`src/enc_out_pkg.sv`:
```
package enc_out_pkg;

    // Clock and start-up timing
    localparam int CLK_PERIOD_NS = 10;
    localparam int POWER_ON_DELAY_MS = 16;
    localparam int POWER_ON_DELAY_CYCLES = POWER_ON_DELAY_MS * 1000000 / CLK_PERIOD_NS;

    // One slew step lasts (code + 1) units of this many ns
    localparam int SLEW_UNIT_NS = 125;
    localparam int SLEW_CNT_W = 10;

    // Angle and resolution layout
    localparam int ANGLE_W = 16;
    localparam logic [3:0] RES_FIRST_VALID = 4'h2;
    localparam logic [3:0] RES_LAST_VALID = 4'hE;
    localparam logic [3:0] RES_FINE_LAST = 4'h5;

    // Pin pattern shown while an error is reported (A/U, B/V, I/W)
    localparam logic [2:0] ERROR_PATTERN = 3'h7;
    localparam logic [2:0] IDLE_PATTERN = 3'h0;

    // Protocol and channel encodings
    localparam logic PROTO_ENCODER = 1'b0;
    localparam logic PROTO_COMMUTATION = 1'b1;
    localparam logic CHANNEL_PRIMARY = 1'b0;

    // Start-up and error sequencing
    typedef enum logic [1:0] {
        ST_POWER_ON = 2'b00,
        ST_ERROR = 2'b01,
        ST_RUN = 2'b10
    } run_state_t;

    // Static configuration of the output stage
    typedef struct packed {
        logic output_protocol_select;
        logic output_channel_select;
        logic encoder_output_enable;
        logic output_polarity_invert;
        logic [1:0] index_width_mode;
        logic [3:0] output_resolution_code;
        logic [5:0] slew_time_code;
        logic startup_countup_disable;
        logic error_report_enable;
    } output_cfg_t;

    // Angles from the two sensing channels
    typedef struct packed {
        logic [ANGLE_W-1:0] primary_angle;
        logic [ANGLE_W-1:0] secondary_angle;
    } angle_in_t;

    // Three shared output pins
    typedef struct packed {
        logic [2:0] level;
        logic [2:0] enable;
    } pin_out_t;

endpackage

```
`src/encoder_commutation_output.sv`:
```
`timescale 1ns/100ps
// Overview of operation
// - One bit picks encoder or commutation output
// - One bit picks primary or secondary channel
// - Enable bit switches the output pins
// - One code sets resolution and pole pairs
// - Invert bit flips every pin level
// - Codes 2..14 give 2^(14-code) cycles
// - Codes 0 and 1 are factory only
// - Commutation pole pairs equal code plus one
// - Index pulse width set by two-bit mode
// - Power-on delay shows error-reporting state
// - Catch-up takes shorter direction, then normal
// - Zero slew code jumps output immediately
// - Nonzero slew counts up after reset, errors
// - Count-up disable works only with error reporting
// - Zero at index rising edge up, falling down
// - Index width from resolution and mode
// - Quadrature follows Gray 00,01,11,10 order
// - Each state held at least slew time
// - Phases switch at pole-pair sector boundaries
module encoder_commutation_output #(
    parameter int POWER_ON_CYCLES = enc_out_pkg::POWER_ON_DELAY_CYCLES
) (
    input wire logic clk,
    input wire logic reset_n,
    input enc_out_pkg::output_cfg_t cfg,
    input enc_out_pkg::angle_in_t angles,
    input wire logic error_active,
    output enc_out_pkg::pin_out_t pins,
    output logic slewing,
    output logic fine_code_misuse
);

    localparam int AW = enc_out_pkg::ANGLE_W;

    // A zero start-up count would wrap the limit and hold the power-on state for 2^32 cycles
    if (POWER_ON_CYCLES < 1) begin : g_bad_power_on
        $error("POWER_ON_CYCLES must be at least one");
    end

    // Minimum hold per state in cycles, rounded up
    function automatic logic [enc_out_pkg::SLEW_CNT_W-1:0] slew_cycles(input logic [5:0] code);
        int c;
        c = ((int'(code) + 1) * enc_out_pkg::SLEW_UNIT_NS + enc_out_pkg::CLK_PERIOD_NS - 1)
            / enc_out_pkg::CLK_PERIOD_NS;
        return c[enc_out_pkg::SLEW_CNT_W-1:0];
    endfunction

    // Mask of quadrature-state counter for a resolution code
    function automatic logic [AW-1:0] quad_mask(input logic [3:0] code);
        return 16'hFFFF >> code;
    endfunction

    // True for codes that define an encoder output
    function automatic logic res_valid(input logic [3:0] code);
        return (code >= enc_out_pkg::RES_FIRST_VALID) && (code <= enc_out_pkg::RES_LAST_VALID);
    endfunction

    enc_out_pkg::run_state_t state_r;
    logic [31:0] po_cnt_r;
    logic [AW-1:0] pos_r;
    logic [enc_out_pkg::SLEW_CNT_W-1:0] hold_r;
    logic [2:0] level_r;
    logic [2:0] enable_r;
    logic slewing_r;
    logic first_run_r;

    logic [AW-1:0] angle_sel;
    logic [AW-1:0] target;
    logic [AW-1:0] mask;
    logic [AW-1:0] diff;
    logic [AW-1:0] half;
    logic step_up;
    logic step_dn;
    logic jump;
    logic enc_valid;
    logic [2:0] raw_level;
    logic [AW+4:0] elec_prod;
    logic [AW-1:0] elec_angle;
    logic [AW+2:0] sector_prod;
    logic [2:0] sector;
    logic [2:0] phase_level;
    logic [2:0] quad_level;
    logic index_level;
    logic [AW-1:0] index_width;
    logic countup_off;

    assign angle_sel = (cfg.output_channel_select == enc_out_pkg::CHANNEL_PRIMARY) ?
        angles.primary_angle : angles.secondary_angle;

    assign fine_code_misuse = (cfg.output_channel_select != enc_out_pkg::CHANNEL_PRIMARY) &&
        res_valid(cfg.output_resolution_code) &&
        (cfg.output_resolution_code <= enc_out_pkg::RES_FINE_LAST);

    // one code sets resolution and pole pairs
    assign mask = quad_mask(cfg.output_resolution_code);
    assign target = (angle_sel >> cfg.output_resolution_code) & mask;
    assign half = (mask >> 1) + 16'h0001;
    assign diff = (target - pos_r) & mask;

    assign step_up = (diff != 16'h0000) && (diff < half);
    assign step_dn = (diff != 16'h0000) && !(diff < half);

    // zero slew code means immediate jump
    assign jump = (cfg.slew_time_code == 6'h00);

    // codes 0, 1 and 15 are not encoder resolutions
    assign enc_valid = res_valid(cfg.output_resolution_code);

    // suppression only with error reporting enabled
    assign countup_off = cfg.startup_countup_disable && cfg.error_report_enable;

    // Start-up delay, error reporting and run sequencing
    always_ff @(posedge clk or negedge reset_n) begin
        if (!reset_n) begin
            state_r <= enc_out_pkg::ST_POWER_ON;
            po_cnt_r <= 32'h00000000;
            first_run_r <= 1'b1;
        end else begin
            unique case (state_r)
                enc_out_pkg::ST_POWER_ON: begin
                    if (po_cnt_r >= 32'(POWER_ON_CYCLES - 1)) begin
                        state_r <= enc_out_pkg::ST_RUN;
                    end else begin
                        po_cnt_r <= po_cnt_r + 32'h00000001;
                    end
                end
                enc_out_pkg::ST_RUN: begin
                    first_run_r <= 1'b0;
                    if (cfg.error_report_enable && error_active) begin
                        state_r <= enc_out_pkg::ST_ERROR;
                    end
                end
                enc_out_pkg::ST_ERROR: begin
                    if (!(cfg.error_report_enable && error_active)) begin
                        state_r <= enc_out_pkg::ST_RUN;
                    end
                end
                default: begin
                    state_r <= enc_out_pkg::ST_POWER_ON;
                end
            endcase
        end
    end

    // Output position counter with slew limiting
    always_ff @(posedge clk or negedge reset_n) begin
        if (!reset_n) begin
            pos_r <= 16'h0000;
            hold_r <= '0;
            slewing_r <= 1'b0;
        end else if (state_r != enc_out_pkg::ST_RUN) begin
            // restart count-up from zero after reset or error
            pos_r <= 16'h0000;
            hold_r <= '0;
            slewing_r <= 1'b0;
        end else if (jump || (first_run_r && countup_off)) begin
            pos_r <= target;
            hold_r <= '0;
            slewing_r <= 1'b0;
        end else if (hold_r != '0) begin
            hold_r <= hold_r - 1'b1;
        end else if (step_up || step_dn) begin
            pos_r <= (step_up ? pos_r + 16'h0001 : pos_r - 16'h0001) & mask;
            hold_r <= slew_cycles(cfg.slew_time_code) - 1'b1;
            slewing_r <= (diff != 16'h0001) && (diff != mask);
        end else begin
            slewing_r <= 1'b0;
        end
    end

    // Gray coding of the two low position bits
    assign quad_level[0] = pos_r[1];
    assign quad_level[1] = pos_r[1] ^ pos_r[0];

    // width of index in quadrature states
    // width scales with resolution through pos units
    assign index_width = {14'h0000, cfg.index_width_mode} + 16'h0001;

    // index starts at zero going up, ends at zero going down
    assign index_level = (pos_r < index_width);
    assign quad_level[2] = index_level;

    // electrical angle for code plus one pole pairs
    assign elec_prod = angle_sel * ({1'b0, cfg.output_resolution_code} + 5'h01);
    assign elec_angle = elec_prod[AW-1:0];

    // six commutation sectors per electrical cycle
    assign sector_prod = elec_angle * 3'h6;
    assign sector = sector_prod[AW+2:AW];

    // Six-step U, V, W pattern
    always_comb begin
        unique case (sector)
            3'h0: phase_level = 3'h1;
            3'h1: phase_level = 3'h3;
            3'h2: phase_level = 3'h2;
            3'h3: phase_level = 3'h6;
            3'h4: phase_level = 3'h4;
            3'h5: phase_level = 3'h5;
            default: phase_level = 3'h1;
        endcase
    end

    // Raw pin levels before polarity
    always_comb begin
        if (state_r != enc_out_pkg::ST_RUN) begin
            // error-reporting view during delay and errors
            raw_level = cfg.error_report_enable ? enc_out_pkg::ERROR_PATTERN :
                enc_out_pkg::IDLE_PATTERN;
        end else if (cfg.output_protocol_select == enc_out_pkg::PROTO_COMMUTATION) begin
            raw_level = phase_level;
        end else if (!enc_valid) begin
            raw_level = enc_out_pkg::IDLE_PATTERN;
        end else begin
            raw_level = quad_level;
        end
    end

    // Registered pin drive; inversion kept after selection so it hits both modes
    always_ff @(posedge clk or negedge reset_n) begin
        if (!reset_n) begin
            level_r <= 3'h0;
            enable_r <= 3'h0;
        end else begin
            level_r <= cfg.output_polarity_invert ? ~raw_level : raw_level;
            enable_r <= {3{cfg.encoder_output_enable}};
        end
    end

    assign pins.level = level_r;
    assign pins.enable = enable_r;
    assign slewing = slewing_r;

endmodule

```
`config.mk`:
```
export PLATFORM = sky130hd
export DESIGN_NAME = encoder_commutation_output
export DESIGN_NICKNAME = d
export VERILOG_FILES = /design/src/enc_out_pkg.sv /design/src/encoder_commutation_output.sv
export SDC_FILE = /design/constraint.sdc
export NUM_CORES = 1
export LEC_CHECK = 0
export ABC_AREA = 1
export BUFFER_PORTS_ARGS = -buffer_cell sky130_fd_sc_hd__buf_2
export CORE_MARGIN = 4
export CORE_UTILIZATION = 30
export CTS_CLUSTER_SIZE = 28
export DETAILED_ROUTE_END_ITERATION = 8
export SLEW_MARGIN = 15
export SYNTH_ARGS = -nofsm -noshare
export SYNTH_HDL_FRONTEND = slang
export SYNTH_SLANG_ARGS = --single-unit
```
`constraint.sdc`:
```
create_clock -name clk -period 6.88 [get_ports clk]
set_input_delay 0.688 -clock clk [delete_from_list [all_inputs] [get_ports clk]]
set_output_delay 0.688 -clock clk [all_outputs]
set_load 0.01 [all_outputs]
```
==> flow_metrics.env <==
export IMPL_drt_initial_drc_count=586
export IMPL_cpPeakStageDelay_ns=0.52
export IMPL_finClkSkew_ns=0.00972
export IMPL_min_period_ns=10.15
export IMPL_insertion_delay_ns=0.34
export IMPL_path_common_cell="nand2_2"
export IMPL_start_kind="primary input"
export IMPL_synthCells=1744
export IMPL_yosys_warnings=0
export IMPL_grt_pass1_wl_um=60000
export IMPL_num_io_pins=61
export IMPL_grt_remaining_overflow=0
export IMPL_routed_wl_um=36800
export IMPL_vias=13100
export IMPL_final_common_cell="buf_4"
export IMPL_cp_data_arrival_time_ns=10.42
export IMPL_avgSynthCellArea_um2=6.75
export IMPL_clock_fmax_mhz=98.5
export IMPL_coreArea_um2=38700
export IMPL_holdBufCountCts=0
export IMPL_fillCellCount=3775
export IMPL_maxSlewHeadroom=0.402
export IMPL_synthMuxAreaShare=0.00596
export IMPL_io_buffers=60
export IMPL_cts_made_buffers=9
export IMPL_synth_seq_cells=66
export IMPL_rows=72
export IMPL_synth_nets=1980
export IMPL_utilization=0.479
export IMPL_cts_tree="yes"
export IMPL_fin_nets=2506
export IMPL_slowest_stage="fa_1"
export IMPL_cts_max_level=3
export IMPL_dieArea_um2=42400
export IMPL_die_h_um=206
export IMPL_hold_viol_final=0
export IMPL_synth_compound_area_share=0.124
export IMPL_gp_congestion=0.879
export IMPL_critPathRequiredTime_ns=7.15
export IMPL_grt_setup_unrepaired="yes"
export IMPL_synth_adder_area_share=0.227
export IMPL_endpoint_kind="flop"
export IMPL_root_buffer="clkbuf_16"
export IMPL_drc=0
export IMPL_synthToLayoutAreaGrowth_pct=57.8
export IMPL_setup_viol=20
export IMPL_dieWidth_um=206
export IMPL_synthArstFlopShare=1.00
export IMPL_slew_violations=0
export IMPL_antenna_found_initial=0
export IMPL_synth_top_family_by_area="simple AND/OR/NAND/NOR gates"
export IMPL_vias_per_cell=4.69
export IMPL_diodes=0
export IMPL_fin_area_um2=18600
export IMPL_drtPass1Iterations=5
export IMPL_dpl_hpwl_um=28700
export IMPL_avgRoutedWirePerCell_um=13.2
export IMPL_synth_area_um2=11800
export IMPL_yosys_area_share_simple=0.319
export IMPL_drive_gt1_frac=0.442
export IMPL_synth_cell_types=68
export IMPL_path_class="primary input to flop"
export IMPL_hold_slack_ns=0.376
export IMPL_status="complete, but fails checks"
export IMPL_clk_pin_slew_ns=0.06
export IMPL_setup_ws_ns=-3.27
export IMPL_grt_pass1_vias=13100
export IMPL_drtAntennaViolNets=0
export IMPL_synthFlopType="dfrtp_1"
export IMPL_cp_max_fo=6
export IMPL_start_util=0.304
export IMPL_clockBufferDepth=2
export IMPL_synthXorXnorAreaFrac=0.0678
export IMPL_fin_crit_sh=1.48
export IMPL_synth_edff_count=0
export IMPL_worstMarginPinSlew_ns=0.893
export IMPL_violations="setup timing"
export IMPL_yosysSeqAreaShare=0.141
export IMPL_final_cell_mix="buf_4 (464), nand2_1 (269), inv_1 (241)"
export IMPL_maxCapViolations=0
export IMPL_grt_max_degree=67
export IMPL_placed_cell_area_um2=16000
export IMPL_groute_usage_overall=0.167
export IMPL_cts_sinks=66
export IMPL_hp_class="flop to flop"
==> cell usage after synthesis (14+ instances only) <==
master    instances  share of area
a21oi_1          62          0.026
clkbuf_1         31         0.0099
dfrtp_1          65           0.14
fa_1             51          0.087
ha_1            132           0.14
inv_1           286          0.091
inv_2            23         0.0073
nand2_1         336           0.11
nand2_2          43          0.023
nand2_4          14          0.013
nand3_1         103          0.044
nand3_2          16          0.014
nand4_1          26          0.014
nor2_1          180          0.057
nor3_1           24          0.010
nor4_1           14         0.0074
o21ai_0          86          0.037
o21bai_1         18          0.011
or2_2            17         0.0090
xnor2_1          22          0.016
xor2_1           69          0.051
==> logic make-up (layout without fill, tap and decap cells) <==
group	Yosys count	in the layout
AOI/OAI and AO/OA	242	243
adders and majority gates	183	183
buffers and inverters	354	884
and+or+nand+nor	801	801
DFF	66	66
muxes	7	7
xor gates and xnor gates	91	91
==> state kept, by name, indices dropped and copies added (netlist names) <==
signal       count
enable_r         1
first_run_r      1
hold_r          10
level_r          3
po_cnt_r        32
pos_r           16
slewing          1
state_r          2
==> worst max-delay path: cells and delay by family <==
kind,cells,cell delay (ns)
adder cells (fa/ha/maj),8,2.56
AND/OR/NAND/NOR,56,5.17
AO/OA/AOI/OAI,4,0.51
XOR/XNOR,2,0.35
buffers and inverters,18,1.11
==> final timing paths <==
| check | from | endpoint | slack, ns | cells after the start |
|---|---|---|---|---|
| max reg2reg | pos_r[1] | pos_r[15] | 0.03 | 54 |
| max | cfg[2] | hold_r[6] | -3.27 | 88 |
| min in group asynchronous | reset_n | po_cnt_r[5] | 0.53 | 2 |
| max in group asynchronous | reset_n | pos_r[15] | 5.75 | 2 |
| min reg2reg | po_cnt_r[27] | po_cnt_r[27] | 0.38 | 0 |
| min | po_cnt_r[27] | po_cnt_r[27] | 0.38 | 0 |
==> per-stage QoR <==
step	TNS [ns]	worst slack (ns)	std cells
6_report	-38.39	-3.27	2793
5_1_grt	-51.79	-4.01	2793
4_1_cts	-35.87	-3.08	2787
2_1_floorplan	-33.17	-3.21	1744
3_5_place_dp	-59.65	-3.86	2687
3_3_place_gp	-56.47	-3.53	2687
==> what timing repair did <==
item,4_1_cts,5_1_grt
gates cloned,2,0
resized for setup,221,181
buffers inserted,105,27
pin swaps,134,150
endpoints found under the setup margin,28,28
==> layer usage <==
metal	wire, µm	share of wire	vias up	track usage
met3	1200	0.033	39	0.0184
met4	673	0.018	0	0.0316
met5	0	0	-	0
met1	16500	0.45	6164	0.219
li1	-	-	6683	-
met2	18400	0.50	219	0.298
==> layout make-up <==
type | count | area, µm² | area share
clock buffers | 9 | 225 | 0.0121
clock inverters | 7 | 82.6 | 0.00445
inverters | 318 | 1250 | 0.0672
multi-input cells | 1325 | 10500 | 0.567
flip-flops and latches | 66 | 1650 | 0.0890
well taps | 518 | 648 | 0.0349
repair buffers | 549 | 4180 | 0.225
repair inverters | 1 | 6.26 | 0.000337
Power is left out: the tool's default activity adds up to more than one toggle a clock period on the data nets, which glitch-free logic cannot reach.
